$ cat config.mk
export PLATFORM = sky130hd
export DESIGN_NAME = tunnel_udp_host
export DESIGN_NICKNAME = d
export VERILOG_FILES = /design/src/logic/tunnel_udp_pkg.sv /design/src/logic/eng_if.sv /design/src/logic/tunnel_udp_host.sv /design/src/logic/csum_crc_engine.sv
export SDC_FILE = /design/constraint.sdc
export NUM_CORES = 1
export LEC_CHECK = 0
export ABC_AREA = 0
export ABC_CLOCK_PERIOD_IN_PS = 5500
export BUFFER_PORTS_ARGS = -buffer_cell sky130_fd_sc_hd__buf_2
export CAP_MARGIN = 20
export CORE_AREA = 5 5 229 231
export CTS_BUF_LIST = sky130_fd_sc_hd__clkbuf_2
export CTS_CLUSTER_SIZE = 40
export DETAILED_ROUTE_END_ITERATION = 8
export DIE_AREA = 0 0 234 236
export PLACE_DENSITY_LB_ADDON = 0.12
export SETUP_SLACK_MARGIN = 0.15
export SLEW_MARGIN = 40
export SYNTH_ARGS = -nofsm -noshare
export SYNTH_HDL_FRONTEND = slang
export SYNTH_SLANG_ARGS = --single-unit
export TNS_END_PERCENT = 5
$ cat constraint.sdc
create_clock -name pclk -period 5.5 [get_ports pclk]
set_input_delay 0.55 -clock pclk [delete_from_list [all_inputs] [get_ports pclk]]
set_output_delay 0.55 -clock pclk [all_outputs]
set_load 0.02 [all_outputs]
$ cat src/logic/tunnel_udp_pkg.sv
package tunnel_udp_pkg;
   localparam int SESS_N = 4;
   localparam logic [7:0] OFS_CTRL = 8'h00;
   localparam logic [7:0] OFS_PORTS = 8'h04;
   localparam logic [7:0] OFS_MRANGE = 8'h08;
   localparam logic [7:0] OFS_STATUS = 8'h0c;
   localparam logic [7:0] OFS_COUNT = 8'h10;
   localparam logic [7:0] OFS_CSUM = 8'h14;
   localparam logic [7:0] OFS_CRC = 8'h18;
   localparam logic [2:0] OFS_SESS_TOP = 3'h2;
   localparam int SIDX_LO = 3;
   localparam int SWORD_BIT = 2;
   localparam int CB_UDP = 0;
   localparam int CB_AUTH = 1;
   localparam int CB_IPV6 = 2;
   localparam int CB_DCSUM = 3;
   localparam int CB_DVER = 4;
   localparam int CB_CRC = 5;
   localparam int CB_ZAUTH = 6;
   localparam int CTRL_W = 7;
   localparam logic [CTRL_W-1:0] CTRL_RST = 7'h01;
   localparam int SB_TYPE = 16;
   localparam int SB_EN = 20;
   localparam int SB_NV = 21;
   localparam int SB_CV = 22;
   localparam logic [15:0] WELL_KNOWN_PORT = 16'h06a5;
   localparam logic [15:0] CTRL_PORT_RST = WELL_KNOWN_PORT;
   localparam logic [15:0] MC_LO_RST = 16'hc000;
   localparam logic [15:0] MC_HI_RST = 16'hc0ff;
   localparam logic [1:0] ST_UNI = 2'h0;
   localparam logic [1:0] ST_MCAST = 2'h1;
   localparam logic [1:0] ST_UP = 2'h2;
   localparam logic [1:0] K_INIT = 2'h0;
   localparam logic [1:0] K_CTRL = 2'h1;
   localparam logic [1:0] K_DATA = 2'h2;
   localparam logic [4:0] PSEUDO_V4 = 5'h06;
   localparam logic [4:0] PSEUDO_V6 = 5'h14;
   localparam logic [4:0] UDP_CSUM_WORD = 5'h03;
   localparam logic [4:0] UDP_HDR_WORDS = 5'h04;
   localparam logic [15:0] CSUM_INIT = 16'h0000;
   localparam logic [15:0] CSUM_GOOD = 16'hffff;
   localparam logic [31:0] CRC_POLY = 32'hedb88320;
   localparam logic [31:0] CRC_INIT = 32'hffffffff;
   localparam logic [31:0] CRC_RESIDUE = 32'hdebb20e3;

   typedef enum logic [1:0] {S_IDLE, S_RUN, S_FIN} state_t;

   function automatic logic [31:0] crc_byte(input logic [31:0] c, input logic [7:0] b);
      logic [31:0] x;
      x = c ^ {24'h0, b};
      for (int i = 0; i < 8; i++) begin
         x = x[0] ? ((x >> 1) ^ CRC_POLY) : (x >> 1);
      end
      crc_byte = x;
   endfunction
endpackage

$ cat src/logic/eng_if.sv
`timescale 1ns/100ps
interface eng_if;
   import tunnel_udp_pkg::*;
   logic clr;
   logic add_en;
   logic crc_en;
   logic [15:0] data;
   logic [15:0] sum;
   logic [31:0] crc;
   modport ctl (output clr, add_en, crc_en, data, input sum, crc);
   modport eng (input clr, add_en, crc_en, data, output sum, crc);
endinterface

$ cat src/logic/tunnel_udp_host.sv
`timescale 1ns/100ps
// Behaviour
// [RULE_01] unicast downstream: use node announced port
// [RULE_02] no announced port: node control port
// [RULE_03] multicast port taken from configured range
// [RULE_04] node never assigns multicast range unicast
// [RULE_05] one fixed core source port per session
// [RULE_06] node returns to announced core source
// [RULE_07] else node uses core control port
// [RULE_08] upstream: node sends to core port
// [RULE_09] node keeps fixed upstream source port
// [RULE_10] upstream: send to node source port
// [RULE_11] control tx without auth: compute checksum
// [RULE_12] control rx without auth: drop bad/zero
// [RULE_13] control tx with auth may send zero
// [RULE_14] data tx checksum should be zero
// [RULE_15] zero checksum on rx is skipped
// [RULE_16] ipv6 control tx always carries checksum
// [RULE_17] ipv6 control rx verifies nonzero checksum
// [RULE_18] ipv6 data checksum optional both ways
// [RULE_19] trailing ethernet crc32 supported
// [RULE_20] first request to 1701 from control port
// [RULE_21] node uses udp after udp request
// [RULE_22] computed zero checksum sent as ones
module tunnel_udp_host
   import tunnel_udp_pkg::*;
(
   input wire logic pclk,
   input wire logic presetn,
   input wire logic [7:0] paddr,
   input wire logic psel,
   input wire logic penable,
   input wire logic pwrite,
   input wire logic [31:0] pwdata,
   output logic [31:0] prdata,
   output logic pready,
   output logic pslverr,
   input wire logic s_valid,
   output logic s_ready,
   input wire logic [15:0] s_data,
   input wire logic s_last,
   input wire logic s_rx,
   input wire logic [1:0] s_kind,
   input wire logic [1:0] s_sess,
   output logic res_valid,
   output logic res_drop,
   output logic res_udp,
   output logic [15:0] res_dst_port,
   output logic [15:0] res_src_port,
   output logic [15:0] res_csum,
   output logic [31:0] res_crc
);
   function automatic logic sess_hit(input logic [7:0] a, input logic w);
      sess_hit = (a[7:5] == OFS_SESS_TOP) && (a[SWORD_BIT] == w) && (a[1:0] == 2'h0);
   endfunction

   function automatic logic [15:0] pick(input logic v, input logic [15:0] p, input logic [15:0] fb);
      pick = v ? p : fb;
   endfunction

   function automatic logic in_rng(input logic [15:0] p, input logic [15:0] lo, input logic [15:0] hi);
      in_rng = (p >= lo) && (p <= hi);
   endfunction

   eng_if eng ();

   csum_crc_engine u_eng (
      .pclk(pclk),
      .presetn(presetn),
      .e(eng)
   );

   logic [CTRL_W-1:0] ctrl_r;
   logic [15:0] core_ctrl_r, node_ctrl_r, mlo_r, mhi_r;
   logic [15:0] node_port_r [SESS_N];
   logic [15:0] core_src_r [SESS_N];
   logic [15:0] mcast_r [SESS_N];
   logic [1:0] stype_r [SESS_N];
   logic [SESS_N-1:0] en_r, node_v_r, core_v_r;
   logic [2:0] sticky_r;
   logic last_drop_r;
   logic [15:0] tx_cnt_r, drop_cnt_r;
   state_t state_r;
   logic [4:0] cnt_r;
   logic [15:0] field_r;
   logic rx_r;
   logic [1:0] kind_r, sess_r;
   logic hit, wr_en, beat, fin, is_ctrl;
   logic [1:0] aidx;
   logic [31:0] rd_val;
   logic [15:0] cur_np, cur_cs, cur_mc;
   logic [1:0] cur_ty;
   logic cur_nv, cur_cv, cur_en;
   logic [4:0] pseudo_w, crc_start;
   logic [15:0] dst_nxt, src_nxt, csum_calc, csum_nxt;
   logic conflict, out_rng, crc_bad, drop_nxt;

   // register bus
   assign aidx = paddr[SIDX_LO+1:SIDX_LO];
   assign hit = sess_hit(paddr, 1'b0) || sess_hit(paddr, 1'b1) || (paddr == OFS_CTRL) ||
      (paddr == OFS_PORTS) || (paddr == OFS_MRANGE) || (paddr == OFS_STATUS) ||
      (paddr == OFS_COUNT) || (paddr == OFS_CSUM) || (paddr == OFS_CRC);
   assign wr_en = psel && penable && pwrite && hit;
   assign pready = 1'b1;
   assign pslverr = psel && penable && !hit;

   always_comb begin
      rd_val = 32'h0;
      if (sess_hit(paddr, 1'b0)) begin
         rd_val = {core_src_r[aidx], node_port_r[aidx]};
      end else if (sess_hit(paddr, 1'b1)) begin
         rd_val = {9'h0, core_v_r[aidx], node_v_r[aidx], en_r[aidx], 2'h0, stype_r[aidx], mcast_r[aidx]};
      end else begin
         case (paddr)
            OFS_CTRL: rd_val = {25'h0, ctrl_r};
            OFS_PORTS: rd_val = {node_ctrl_r, core_ctrl_r};
            OFS_MRANGE: rd_val = {mhi_r, mlo_r};
            OFS_STATUS: rd_val = {27'h0, sticky_r, last_drop_r, state_r != S_IDLE};
            OFS_COUNT: rd_val = {drop_cnt_r, tx_cnt_r};
            OFS_CSUM: rd_val = {16'h0, res_csum};
            OFS_CRC: rd_val = res_crc;
            default: rd_val = 32'h0;
         endcase
      end
   end

   always_ff @(posedge pclk or negedge presetn) begin
      if (!presetn) begin
         prdata <= 32'h0;
      end else if (psel && !penable && !pwrite) begin
         prdata <= rd_val;
      end
   end

   // [RULE_20] control ports, default 1701
   always_ff @(posedge pclk or negedge presetn) begin
      if (!presetn) begin
         ctrl_r <= CTRL_RST;
         core_ctrl_r <= CTRL_PORT_RST;
         node_ctrl_r <= CTRL_PORT_RST;
         mlo_r <= MC_LO_RST;
         mhi_r <= MC_HI_RST;
      end else if (wr_en) begin
         case (paddr)
            OFS_CTRL: ctrl_r <= pwdata[CTRL_W-1:0];
            OFS_PORTS: begin
               core_ctrl_r <= pwdata[15:0];
               node_ctrl_r <= pwdata[31:16];
            end
            OFS_MRANGE: begin
               mlo_r <= pwdata[15:0];
               mhi_r <= pwdata[31:16];
            end
            default: ;
         endcase
      end
   end

   // [RULE_05] source port locked while enabled
   always_ff @(posedge pclk or negedge presetn) begin
      if (!presetn) begin
         for (int i = 0; i < SESS_N; i++) begin
            node_port_r[i] <= 16'h0;
            core_src_r[i] <= 16'h0;
            mcast_r[i] <= 16'h0;
            stype_r[i] <= ST_UNI;
         end
         en_r <= '0;
         node_v_r <= '0;
         core_v_r <= '0;
      end else if (wr_en && sess_hit(paddr, 1'b0)) begin
         node_port_r[aidx] <= pwdata[15:0];
         if (!en_r[aidx]) begin
            core_src_r[aidx] <= pwdata[31:16];
         end
      end else if (wr_en && sess_hit(paddr, 1'b1)) begin
         mcast_r[aidx] <= pwdata[15:0];
         stype_r[aidx] <= pwdata[SB_TYPE+1:SB_TYPE];
         en_r[aidx] <= pwdata[SB_EN];
         node_v_r[aidx] <= pwdata[SB_NV];
         if (!en_r[aidx]) begin
            core_v_r[aidx] <= pwdata[SB_CV];
         end
      end
   end

   // packet stream
   assign s_ready = (state_r != S_FIN);
   assign beat = s_valid && s_ready;
   assign fin = (state_r == S_FIN);

   always_ff @(posedge pclk or negedge presetn) begin
      if (!presetn) begin
         state_r <= S_IDLE;
      end else begin
         case (state_r)
            S_IDLE: if (beat) begin
               state_r <= s_last ? S_FIN : S_RUN;
            end
            S_RUN: if (beat && s_last) begin
               state_r <= S_FIN;
            end
            S_FIN: state_r <= S_IDLE;
            default: state_r <= S_IDLE;
         endcase
      end
   end

   always_ff @(posedge pclk or negedge presetn) begin
      if (!presetn) begin
         rx_r <= 1'b0;
         kind_r <= K_INIT;
         sess_r <= 2'h0;
      end else if (state_r == S_IDLE && beat) begin
         rx_r <= s_rx;
         kind_r <= s_kind;
         sess_r <= s_sess;
      end
   end

   assign pseudo_w = ctrl_r[CB_IPV6] ? PSEUDO_V6 : PSEUDO_V4;
   assign crc_start = ctrl_r[CB_UDP] ? pseudo_w + UDP_HDR_WORDS : 5'h00;

   always_ff @(posedge pclk or negedge presetn) begin
      if (!presetn) begin
         cnt_r <= 5'h00;
         field_r <= 16'h0;
      end else if (fin) begin
         cnt_r <= 5'h00;
      end else if (beat) begin
         if (cnt_r != 5'h1f) begin
            cnt_r <= cnt_r + 5'h01;
         end
         if (cnt_r == pseudo_w + UDP_CSUM_WORD) begin
            field_r <= s_data;
         end
      end
   end

   assign eng.clr = fin;
   assign eng.add_en = beat;
   // [RULE_19] crc over tunnel frame only
   assign eng.crc_en = beat && ctrl_r[CB_CRC] && (cnt_r >= crc_start);
   assign eng.data = s_data;

   // session context
   assign cur_np = node_port_r[sess_r];
   assign cur_cs = core_src_r[sess_r];
   assign cur_mc = mcast_r[sess_r];
   assign cur_ty = stype_r[sess_r];
   assign cur_nv = node_v_r[sess_r];
   assign cur_cv = core_v_r[sess_r];
   assign cur_en = en_r[sess_r];
   assign is_ctrl = (kind_r != K_DATA);

   always_comb begin
      dst_nxt = node_ctrl_r;
      src_nxt = core_ctrl_r;
      conflict = 1'b0;
      out_rng = 1'b0;
      case (kind_r)
         // [RULE_20] first request port
         K_INIT: dst_nxt = WELL_KNOWN_PORT;
         K_CTRL: dst_nxt = node_ctrl_r;
         default: begin
            // [RULE_05] fixed session source
            src_nxt = pick(cur_cv, cur_cs, core_ctrl_r);
            if (cur_ty == ST_MCAST) begin
               // [RULE_03] port from range
               out_rng = !in_rng(cur_mc, mlo_r, mhi_r);
               dst_nxt = out_rng ? mlo_r : cur_mc;
            end else begin
               // [RULE_04] node port in range refused
               conflict = cur_nv && in_rng(cur_np, mlo_r, mhi_r);
               // [RULE_01] [RULE_02] [RULE_10] announced or control
               dst_nxt = pick(cur_nv && !conflict, cur_np, node_ctrl_r);
            end
         end
      endcase
   end

   // [RULE_22] zero sent as ones
   assign csum_calc = (eng.sum == CSUM_GOOD) ? CSUM_GOOD : ~eng.sum;
   assign crc_bad = rx_r && ctrl_r[CB_CRC] && (eng.crc != CRC_RESIDUE);

   always_comb begin
      csum_nxt = 16'h0;
      drop_nxt = !is_ctrl && !cur_en;
      if (rx_r) begin
         csum_nxt = field_r;
         if (!ctrl_r[CB_UDP]) begin
            drop_nxt = drop_nxt || crc_bad;
         end else if (field_r == 16'h0) begin
            // [RULE_12] [RULE_15] zero checksum handling
            drop_nxt = drop_nxt || crc_bad || (is_ctrl && !ctrl_r[CB_AUTH]);
         end else if (is_ctrl) begin
            // [RULE_12] [RULE_17] verify control checksum
            drop_nxt = drop_nxt || crc_bad || (eng.sum != CSUM_GOOD);
         end else begin
            // [RULE_18] optional data verify
            drop_nxt = drop_nxt || crc_bad || (ctrl_r[CB_DVER] && eng.sum != CSUM_GOOD);
         end
      end else if (ctrl_r[CB_UDP]) begin
         if (is_ctrl) begin
            // [RULE_11] [RULE_13] [RULE_16] control checksum
            if (ctrl_r[CB_IPV6] || !ctrl_r[CB_AUTH] || !ctrl_r[CB_ZAUTH]) begin
               csum_nxt = csum_calc;
            end
         end else if (ctrl_r[CB_IPV6] && ctrl_r[CB_DCSUM]) begin
            // [RULE_18] optional ipv6 data checksum
            csum_nxt = csum_calc;
         end
         // [RULE_14] data checksum otherwise zero
      end
   end

   always_ff @(posedge pclk or negedge presetn) begin
      if (!presetn) begin
         res_valid <= 1'b0;
         res_drop <= 1'b0;
         res_udp <= 1'b0;
         res_dst_port <= 16'h0;
         res_src_port <= 16'h0;
         res_csum <= 16'h0;
         res_crc <= 32'h0;
      end else begin
         res_valid <= fin;
         if (fin) begin
            res_drop <= drop_nxt;
            res_udp <= ctrl_r[CB_UDP];
            res_dst_port <= dst_nxt;
            res_src_port <= src_nxt;
            res_csum <= csum_nxt;
            res_crc <= rx_r ? eng.crc : ~eng.crc;
         end
      end
   end

   // status and counters, set wins over clear
   always_ff @(posedge pclk or negedge presetn) begin
      if (!presetn) begin
         sticky_r <= 3'h0;
         last_drop_r <= 1'b0;
         tx_cnt_r <= 16'h0;
         drop_cnt_r <= 16'h0;
      end else begin
         sticky_r <= (sticky_r & ~((wr_en && paddr == OFS_STATUS) ? pwdata[4:2] : 3'h0)) |
            (fin ? {crc_bad, out_rng, conflict} : 3'h0);
         if (fin) begin
            last_drop_r <= drop_nxt;
            if (!rx_r) begin
               tx_cnt_r <= tx_cnt_r + 16'h1;
            end
            if (drop_nxt) begin
               drop_cnt_r <= drop_cnt_r + 16'h1;
            end
         end
      end
   end
endmodule

$ cat src/logic/csum_crc_engine.sv
`timescale 1ns/100ps
module csum_crc_engine
   import tunnel_udp_pkg::*;
(
   input wire logic pclk,
   input wire logic presetn,
   eng_if.eng e
);
   logic [15:0] sum_r;
   logic [31:0] crc_r;
   logic [16:0] add_w;

   assign add_w = {1'b0, sum_r} + {1'b0, e.data};
   assign e.sum = sum_r;
   assign e.crc = crc_r;

   // [RULE_22] end-around carry sum
   always_ff @(posedge pclk or negedge presetn) begin
      if (!presetn) begin
         sum_r <= CSUM_INIT;
      end else if (e.clr) begin
         sum_r <= CSUM_INIT;
      end else if (e.add_en) begin
         sum_r <= add_w[15:0] + {15'h0, add_w[16]};
      end
   end

   // [RULE_19] ethernet crc, high byte first
   always_ff @(posedge pclk or negedge presetn) begin
      if (!presetn) begin
         crc_r <= CRC_INIT;
      end else if (e.clr) begin
         crc_r <= CRC_INIT;
      end else if (e.crc_en) begin
         crc_r <= crc_byte(crc_byte(crc_r, e.data[15:8]), e.data[7:0]);
      end
   end
endmodule

# Word-level counts from Yosys, hierarchy flattened
# Cells that the tools add are included.
# Widths: inputs -> output; s select.
[totals] mem_bits_ro=0 ff_bits=509 elab_cells=289 latchBits=0 inputBits=68 mem_count=0 ram_bits=0 out_inout_bits=118
[op_classes] eq_ne=20 mux=104 bitwise_logic=30 magnitude_cmp=11 div_mod_pow=0 addsub=7 mul=0 n_reduce_logical=74 n_shift=0
[op_table] operator="$mux 32" n=21
[op_table] operator="$mux 16" n=26
[op_table] operator="$not 13->14" n=16
[op_table] operator="$pmux 32 s7" n=1
[op_table] operator="$bmux 16 s2" n=6
[op_table] operator="$bwmux 64" n=3
[op_table] operator="$xor 32x8->32" n=2
[op_table] operator="$add 16x1->16 const B" n=2
[op_table] operator="$demux 16 s2" n=1
[op_table] operator="$ge 16x16->1" n=2
[op_table] operator="$le 16x16->1" n=2
[op_table] operator="$ne 32x32->1 const B" n=1
[op_table] operator="$not 32->32" n=1
[op_table] operator="$pmux 16 s2" n=1
[op_table] operator="$logic_and 1x1->1" n=30
[op_table] operator="$mux 5" n=5
[op_table] operator="$eq 8x5->1 const B" n=3
[op_table] operator="$reduce_and 2->1" n=9
[op_table] operator="$add 16x16->17" n=1
[op_table] operator="$add 16x1->16" n=1
[op_table] operator="$eq 16x16->1 const B" n=1
[op_table] operator="$eq 8x4->1 const B" n=2
[op_table] operator="$logic_not 16->1" n=1
[op_table] operator="$mux 2" n=8
[op_table] operator="other kinds (38)" n=100

# Depth between registers and ports, before layout
# Gate-level depths: netlist of run 1.
[logic_depth] word_depth=36 mapped_depth=19 ltp_nobuf=19

# Cells and area by module
# Synthesis of run 1 repeated with hierarchy kept, for this count alone.
[hier_totals] hier_cells=2494 hier_area_um2=28787.6
[by_module_without_submodules] mod="tunnel_udp_host" seq_area_each_um2=11567.3 instances=1 cells_each=2029 area_per_inst_um2=24245.8
[by_module_without_submodules] mod="csum_crc_engine" seq_area_each_um2=1241.2 instances=1 cells_each=465 area_per_inst_um2=4541.9

# Worst setup path after synthesis of run 1
# No wires, ideal clock.
[synth_path] path_type="flip-flop to flip-flop" from="reg sess_r[0]" to="reg res_dst_port[12]" slack_ns=1.031 stages_incl_launch_ff=15 setup_ns=0.126 path_buffers=4 arrival_ns=4.343 period_less_slack_ns=4.469 required_time_ns=5.374 cell_sequence="dfrtp_1 buf_1 buf_1 mux4_2 ha_1 a21o_1 a21o_1 a21oi_1 o21ai_0 a211oi_1 o22a_1 clkbuf_1 buf_1 mux2_2 a221o_1"
[synth_via] elab_chain_cells=12 word_cells_on_any_way=26 classes_between="order compare: 4; eq/ne: 1; mux: 15; bitwise: 1; reduce/logical: 5"
[synth_rtl] element="start: declaration" line_no="tunnel_udp_host.sv:87" text="logic [1:0] kind_r, sess_r;"
[synth_rtl] element="start signal: assignment" line_no="tunnel_udp_host.sv:217" text="sess_r <= s_sess;"
[synth_rtl] element="$not 2->3 (implied by the code)" line_no="tunnel_udp_host.sv:247, tunnel_udp_host.sv:249, tunnel_udp_host.sv:250"
[synth_rtl] element="$bmux 16 s2" line_no="tunnel_udp_host.sv:247" text="assign cur_np = node_port_r[sess_r];"
[synth_rtl] element="$mux 16 (implied by the code) (2 in a row)" line_no="tunnel_udp_host.sv:247"
[synth_rtl] element="$ge 16x16->1 / $le 16x16->1 (equally long branches)" line_no="tunnel_udp_host.sv:62" text="in_rng = (p >= lo) && (p <= hi);"
[synth_rtl] element="$logic_and 1x1->1" line_no="tunnel_udp_host.sv:62"
[synth_rtl] element="$logic_and 1x1->1" line_no="tunnel_udp_host.sv:274" text="conflict = cur_nv && in_rng(cur_np, mlo_r, mhi_r);"
[synth_rtl] element="$logic_not 1->1" line_no="tunnel_udp_host.sv:276" text="dst_nxt = pick(cur_nv && !conflict, cur_np, node_ctrl_r);"
[synth_rtl] element="$logic_and 1x1->1" line_no="tunnel_udp_host.sv:276"
[synth_rtl] element="$mux 16" line_no="tunnel_udp_host.sv:58" text="pick = v ? p : fb;"
[synth_rtl] element="$mux 16 (*)" line_no="tunnel_udp_host.sv:268" text="if (cur_ty == ST_MCAST) begin"
[synth_rtl] element="$pmux 16 s2 (*)" line_no="tunnel_udp_host.sv:261" text="case (kind_r)"
[synth_rtl] element="end signal: assignment" line_no="tunnel_udp_host.sv:331" text="res_dst_port <= dst_nxt;"
[synth_rtl] element="end: declaration" line_no="tunnel_udp_host.sv:48" text="output logic [15:0] res_dst_port,"
# Every way passes the cells marked *; elsewhere a longest branch is shown, timed or not. The select of a mux whose other input is x is not followed.
# A chain may end at the register's enable or synchronous reset.

# Worst setup path after layout of run 1
[layout_path] from="reg u_eng.sum_r[0] (netlist: u_eng.e.sum[0])" to="reg u_eng.sum_r[15] (netlist: u_eng.e.sum[15])"
[layout_via] elab_chain_cells=4
[layout_rtl] element="start: declaration" line_no="csum_crc_engine.sv:9" text="logic [15:0] sum_r;"
[layout_rtl] element="start signal: assignment" line_no="csum_crc_engine.sv:24" text="sum_r <= add_w[15:0] + {15'h0, add_w[16]};"
[layout_rtl] element="$add 16x16->17" line_no="csum_crc_engine.sv:13" text="assign add_w = {1'b0, sum_r} + {1'b0, e.data};"
[layout_rtl] element="$add 16x1->16" line_no="csum_crc_engine.sv:24"
[layout_rtl] element="$mux 16" line_no="csum_crc_engine.sv:23" text="end else if (e.add_en) begin"
[layout_rtl] element="$mux 16" line_no="csum_crc_engine.sv:21" text="end else if (e.clr) begin"
# Every way passes these cells. The select of a mux whose other input is x is not followed.

==> out/metrics.cfg, run 1 <==
[detailed_routing]
wire_per_inst_um = 25.9
num_vias = 22100
drt_iter0_drc = 2139
ant_nets = 0
drc = 0
dr.pass1.iters = 7
avgViaCountPerCell = 6.23
routed_wl_um = 91800

[global_route]
grt_antenna_before_repair = 2
overflow = 0
use_met3_pct = 9.99
grt-busiest-layer = met2
grt_max_degree = 101
grt_pass1_vias = 22300
grt_pass1_wl_um = 139000
track_usage_pct = 33.4
gr-usage-met2_pct = 51.5
use_met1_pct = 45.5

[clocking]
cts_sinks = 509
cts_tree = built
cts.clk_slew.worst_paths_ns = 0.10
clock_path_buffers = 3
post_cts_buffers = 0
htree_num_levels = 4
cts_hold_buf = 88
cts_buffers = 139
root_buffer = clkbuf_2
insertion_delay_ns = 1.33
cts_resized = 0

[synthesis]
synth_cells = 2468
ys_types = 75
seq_area_frac_synth_pct = 45.4
synthFlopType = dfrtp_1
yosys-top-cells-area = dfrtp_1 (40%), mux2_2 (11%), mux4_2 (8.3%)
synthArstFlopShare_pct = 100
synth_top_area_cell = dfrtp_1
synth_edf_count = 0
syn-num-nets = 2626
yosysMostFrequentCell = dfrtp_1
postSynthAreaPerCell_um2 = 11.4
ys_seq_elements = 509
yosysWarningCount = 0
netlist_top_cells_count = dfrtp_1 (452), mux2_2 (281), nand2_1 (236), o21ai_0 (199), xnor2_1 (125)
synth_top_area_share_pct = 40.1
synthesis.area_um2 = 28200

[placed_design]
dp_cells = 3213
gp_congestion = 0.969
dp_hpwl_um = 65600
io_buffers = 184

[critical_path]
arrival_ns = 5.59
rr_worst_depth = 19
setup.worst_path.class = flip-flop to flip-flop
crit_path_end_kind = flip-flop
ff2ff_setup_slack_ns = 1.16
cp.required_ns = 6.74
worst_setup_path_start_kind = flip-flop
timing.rr.end = u_eng.e.sum[15]
r2r-start = u_eng.e.sum[0]
critical_path.max_fanout = 4

[floorplanning]
core_um2 = 49900
fp.dieArea_um2 = 55200
initial_core_util_pct = 56.6
ios = 186
die_h_um = 236
die_x_um = 234
rows = 82

[timing]
fin_crit_ns = 4.34
setup_viol = 0
worst_pin_slew_ns = 0.936
min_period_over_period_pct = 79.0
fmax_mhz = 230
maxSlewHeadroom_pct = 36.9
slew_viol_final = 0
clock_skew_ns = 0.0754
rsz0062_at_grt = no
hold_viol_final = 0
timing.setup.tns_ns = 0

[run]
cap_violations = 0

[power]
ir_drop_uv = 307
leakage_nw = 15.4
powerDensity_nw_per_um2 = 321

[hold_path]
min_path_cells = 4
hold_end = mhi_r[3]
hold_start = pwdata[19]
hold_class = input port to flip-flop

[cells_and_area]
syn_to_final_growth_pct = 13.7
nets = 2928
fin_cells = 3547
final_layout_size_suffix_gt1_share_pct = 32.6

[run_status]
outcome = complete, no violations

==> cells by family after synthesis <==
kind of cell | Yosys count | share of synthesized area (%)
compound gates | 451 | 10.1
xor+xnor | 228 | 7.79
fa+ha+maj | 90 | 4.02
buf+inv | 223 | 3.07
flops | 509 | 45.4
mux | 420 | 20.7
other cells | 1 | 0.0133
simple gates | 546 | 8.90
==> power breakdown <==
part | internal [mW] | total (mW) | switching, mW
Sequential | 4.07 | 4.61 | 0.543
Combinational | 1.16 | 2.84 | 1.69
Clock | 1.20 | 2.84 | 1.63
==> flip-flops by register name, indices dropped and copies added, names as in the netlist, 32 cells and up <==
register	cells
res_crc	32
core_src_r	64
prdata	32
u_eng.e.crc	32
mcast_r	64
node_port_r	64
==> cells in the final DEF, fill, tap and decap left out, types with 4 or more instances in the layout <==
cell / synthesis / layout
nand2b_1: 26 / 25
inv_1: 66 / 65
o211ai_1: 5 / 5
nand3_1: 24 / 24
a221oi_1: 43 / 43
o21a_1: 4 / 4
mux2i_1: 35 / 35
clkinv_1: 0 / 18
and3_1: 8 / 8
mux2_2: 281 / 281
buf_2: 7 / 181
o22ai_1: 10 / 10
a222oi_1: 13 / 13
clkbuf_2: 13 / 213
xor2_1: 85 / 85
a221o_1: 10 / 10
dfstp_2: 57 / 57
xnor2_1: 125 / 123
a22oi_1: 28 / 28
nor2b_1: 21 / 20
a21oi_1: 66 / 66
xnor2_2: 10 / 12
a211oi_1: 19 / 18
nand4b_1: 4 / 4
nor3_1: 48 / 45
nor4_1: 14 / 14
o21ai_0: 199 / 199
xnor2_4: 4 / 4
dfrtp_1: 452 / 449
bufinv_16: 0 / 4
buf_4: 1 / 41
mux4_2: 104 / 104
diode_2: 0 / 6
a21o_1: 24 / 24
ha_1: 89 / 89
dlygate4sd3_1: 0 / 87
nor2_1: 110 / 109
nand2_1: 236 / 235
nand4_1: 32 / 32
==> final cells by class <==
type	count	area [um^2]
Inverter	66	248
Clock buffer	213	1070
Multi-Input combinational cell	1736	14600
Sequential cell	509	12800
Antenna cell	6	15.0
Timing Repair Buffer	318	2250
Clock inverter	27	210
Fill cell	4118	17800
Tap cell	672	841
==> per-stage QoR <==
stage / hold WS [ns] / area (um^2) / utilization, % / power (mW) / setup slack, ns
finish: 0.117 / 32100 / 64.4 / 10.3 / 1.16
global route: 0.0372 / 32100 / 64.3 / 10.8 / 0.878
CTS: 0.00133 / 32100 / 64.3 / 10.3 / 1.18
detailed placement: 0.464 / 29900 / 59.9 / 7.43 / 0.848
global placement: 0.455 / 29800 / 59.8 / 7.37 / 0.976
floorplan: 0.254 / 28200 / - / 6.40 / 1.03
==> how the worst max path moves through the flow <==
stage / start / end / slack (ns) / cells after the start
2_1_floorplan: sess_r[0] / res_dst_port[12] / 1.03 / 14
3_3_place_gp: s_data[0] / u_eng.e.sum[15] / 0.98 / 20
3_5_place_dp: s_data[0] / u_eng.e.sum[15] / 0.85 / 20
4_1_cts: u_eng.e.sum[0] / u_eng.e.sum[15] / 1.18 / 19
5_1_grt: u_eng.e.sum[0] / u_eng.e.sum[15] / 0.88 / 19
6_report: u_eng.e.sum[0] / u_eng.e.sum[15] / 1.16 / 19
==> worst max-delay path, cell delays in order (launching register included) <==
cell and delay (ns):
dfrtp_1 0.42, ha_1 0.19, inv_1 0.06, fa_1 0.39, nand2b_1 0.19, a21bo_2 0.22
a21o_1 0.18, a21oi_1 0.26, o21ai_0 0.12, a21oi_1 0.16, o21ai_0 0.09, nand2b_1 0.08
ha_1 0.17, nand3_1 0.16, or2_2 0.32, a2111o_1 0.35, nor4_1 0.50, nand4_1 0.16
a21bo_1 0.18, a21oi_1 0.13
==> per-layer routing <==
metal / up-vias / wire, um / part of all wire [%]
met5: - / 98 / 0.11
met4: 4 / 3320 / 3.6
met1: 11200 / 38000 / 41
met3: 203 / 8070 / 8.8
met2: 1055 / 42300 / 46
li1: 9669 / - / -
(Power assumes the default switching activity.)
==> run 2: changes to the inputs <==
--- a/config.mk
+++ b/config.mk
@@ -6,7 +6,7 @@
 export NUM_CORES = 1
 export LEC_CHECK = 0
 export ABC_AREA = 0
-export ABC_CLOCK_PERIOD_IN_PS = 5500
+export ABC_CLOCK_PERIOD_IN_PS = 4100
 export BUFFER_PORTS_ARGS = -buffer_cell sky130_fd_sc_hd__buf_2
 export CAP_MARGIN = 20
 export CORE_AREA = 5 5 229 231
==> constraint.sdc (replaced) <==
create_clock -name pclk -period 4.1 [get_ports pclk]
set_input_delay 0.41 -clock pclk [delete_from_list [all_inputs] [get_ports pclk]]
set_output_delay 0.41 -clock pclk [all_outputs]
set_load 0.02 [all_outputs]
==> run 2 against run 1 <==
Against the previous run:
- the run now ends with DRC left
- fmax increased by 12%
- clock power increased by 32%
- global-route usage increased by 0.80 points
- non-clock buffer count increased by 96
- clock skew increased by 0.021 ns
- sequential share of layout area decreased by 1.1 points
- cell area increased by 2.8%
- utilization increased by 1.8 points
- final cell count increased by 2.9%
- clock-buffer cell count decreased by 1
- via count increased by 3.2%
- register-to-register slack got worse by 0.93 ns
- critical endpoint is now res_dst_port[14]
==> out/metrics.cfg, run 2 (synthesis gave the netlist of run 1 again) <==
[placed_design]
gp_congestion = 0.965  ; -0.43%
io_buffers = 184  ; unchanged
dp_hpwl_um = 65900  ; +0.47%
placedInstanceArea_um2 = 30100  ; +0.76%

[critical_path]
critical_path.max_fanout = 11  ; +7
cp.required_ns = 5.27  ; -1.47 ns
cpLargestDelayFamily = compound AO/OA/AOI/OAI gates
worstSetupPathDepth = 13  ; -6
critical_path.most_common_cell = buf_4
worst_setup_path_start_kind = flip-flop
setup.worst_path.class = flip-flop to flip-flop
ff2ff_setup_slack_ns = 0.23  ; -0.93 ns
slowest_stage = mux4_2
path_buf_inv = 2  ; +1
timing.rr.end = res_dst_port[14]
crit_chain = buf_4 -> mux4_2 -> ha_1 -> a21o_1 -> a21oi_1 -> nor2b_1 -> o211ai_1 -> a31oi_1 -> a211oi_1 -> o22a_1 -> buf_4 -> mux2_2 -> a221o_1
rr_worst_depth = 13  ; -6
arrival_ns = 5.04  ; -0.55 ns
crit_path_end_kind = flip-flop
r2r-start = sess_r[0]
max_stage_delay_ns = 0.59  ; +0.09 ns

[floorplanning]
core_um2 = 49900  ; unchanged
die_x_um = 234  ; unchanged
rows = 82  ; unchanged
fp.dieArea_um2 = 55200  ; unchanged
die_h_um = 236  ; unchanged
initial_core_util_pct = 56.6  ; unchanged
ios = 186  ; unchanged

[power]
clkPwrFrac_pct = 26.8  ; -0.8 points
powerDensity_nw_per_um2 = 423  ; +32%
switching_share_pct = 38.2  ; +0.59 points
leakage_nw = 15.8  ; +2.7%
power.internal_mw = 8.63  ; +34%
switchingPower_mw = 5.32  ; +38%
power_mw = 14.0  ; +36%
combPwrFrac_pct = 29.1  ; +1.5 points
pwr-share-seq_pct = 44.0  ; -0.8 points
ir_drop_uv = 394  ; +28%

[run_status]
violations = DRC
outcome = complete, but fails checks

[detailed_routing]
dr.pass1.iters = 9  ; +2
avgViaCountPerCell = 6.24  ; +0.30%
met2RoutedLength_um = 44700  ; +5.7%
drc = 1  ; +1
ant_nets = 0  ; unchanged
routed_wl_um = 94700  ; +3.1%
drt_iter0_drc = 2656  ; +24%
top_layer_used = met5
drt-met1-wl_um = 39100  ; +3.0%
wire_per_inst_um = 25.9  ; +0.24%
wl_met3_um = 7650  ; -5.3%
num_vias = 22800  ; +3.2%

[timing]
fmax_mhz = 258  ; +12%
hold_viol_final = 0  ; unchanged
rsz0062_at_grt = yes
clock_skew_ns = 0.0964  ; +0.0210 ns
fin_hold_ws_ns = 0.203  ; +0.0861 ns
fin_crit_ns = 3.87  ; -0.473 ns
min_period_over_period_pct = 94.4  ; +15 points
worst_pin_slew_ns = 0.929  ; -0.00682 ns
slew_viol_final = 0  ; unchanged
maxSlewHeadroom_pct = 38.1  ; +1.1 points
setup_viol = 0  ; unchanged
timing.setup.tns_ns = 0  ; unchanged

[clocking]
insertion_delay_ns = 1.36  ; +0.03 ns
cts_sinks = 509  ; unchanged
root_buffer = clkbuf_2
clock_path_buffers = 3  ; unchanged
cts_tree = built
cts.clk_slew.worst_paths_ns = 0.10  ; about the same
htree_num_levels = 4  ; unchanged
cts_buffers = 139  ; unchanged

[cells_and_area]
nFillCells = 3980  ; -3.4%
final_common_cell = dfrtp_1
syn_to_final_growth_pct = 16.9
post-route-util_pct = 66.2  ; +1.8 points
design_area_um2 = 33000  ; +2.8%
nets = 3024  ; +3.3%
reg_top3 = core_src_r: 64 flops, mcast_r: 64 flops, node_port_r: 64 flops
final_layout_size_suffix_gt1_share_pct = 33.0  ; +0.35 points
final_cell_mix = dfrtp_1 (449), mux2_2 (281), nand2_1 (236)

[hold_path]
min_path_cells = 4  ; unchanged
hold_class = input port to flip-flop
hold_start = s_valid
hold_end = u_eng.e.sum[13]

[global_route]
grt_pass1_vias = 23000  ; +3.1%
grt_pass1_wl_um = 143000  ; +2.5%
grt_antenna_before_repair = 3  ; +1
track_usage_pct = 34.2  ; +0.80 points
overflow = 0  ; unchanged
grt_max_degree = 89  ; -12%

[run]
cap_violations = 0  ; unchanged

run 2: through the flow:
stage,worst slack [ns],cells
after floorplan,0.147,2468
after global placement,0.0912,3244
after detailed placement,0.0339,3244
after CTS,0.140,3645
after global routing,-0.0135,3649
final,0.231,3650
run 2: how the worst max path moves through the flow:
| stage | start | end | slack, ns |
|---|---|---|---|
| floorplan | sess_r[0] | res_dst_port[11] | 0.15 |
| global placement | s_data[0] | u_eng.e.sum[13] | 0.09 |
| detailed placement | s_data[0] | u_eng.e.sum[15] | 0.03 |
| CTS | u_eng.e.sum[0] | u_eng.e.sum[15] | 0.14 |
| global route | u_eng.e.sum[0] | u_eng.e.sum[12] | -0.01 |
| finish | sess_r[0] | res_dst_port[14] | 0.23 |
run 2: worst register-to-register path: cells and delay by family (launching register included):
family,cells,cell delay [ns]
DFF,1,0.57
adders and majority gates,1,0.32
and+or+nand+nor,1,0.07
muxes,2,0.95
AOI/OAI and AO/OA,7,1.32
buffers and inverters,2,0.52
run 2: timing repair:
| action | 4_1_cts | 5_1_grt |
|---|---|---|
| setup buffers | 4 | 1 |
| setup endpoints to repair | 12 | 25 |
| hold buffers | 147 | 0 |
| endpoints found under the hold margin | 866 | 0 |
| resized for setup | 2 | 2 |
| pin swaps | 0 | 1 |
| gates cloned | 0 | 0 |
run 2: final cells by class:
class                      count  area (um^2)  share of cell area (%)
clock buffer                 212         1060                    3.22
sequential                   509        12800                    38.8
antenna                        3         7.51                  0.0228
tap                          672          841                    2.55
timing repair buffer         414         3150                    9.54
multi-input combinational   1736        14700                    44.4
clock inverter                38          215                   0.652
inverter                      66          248                   0.751
run 2: layer usage:
layer  vias to the layer above  GRT usage [%]
met5                         -              0
met4                         2           11.5
met3                       218           8.18
met2                      1166           53.8
met1                     11500           47.2
li1                       9879              -
run 2: power groups by stage:
stage / clock network [mW] / registers [mW] / logic [mW]
after CTS: 3.81 / 6.11 / 4.01
after global placement: 0 / 6.20 / 3.77
after floorplan: 0 / 6.14 / 2.45
after detailed placement: 0 / 6.21 / 3.82
final: 3.75 / 6.15 / 4.06
after global routing: 4.07 / 6.17 / 4.40
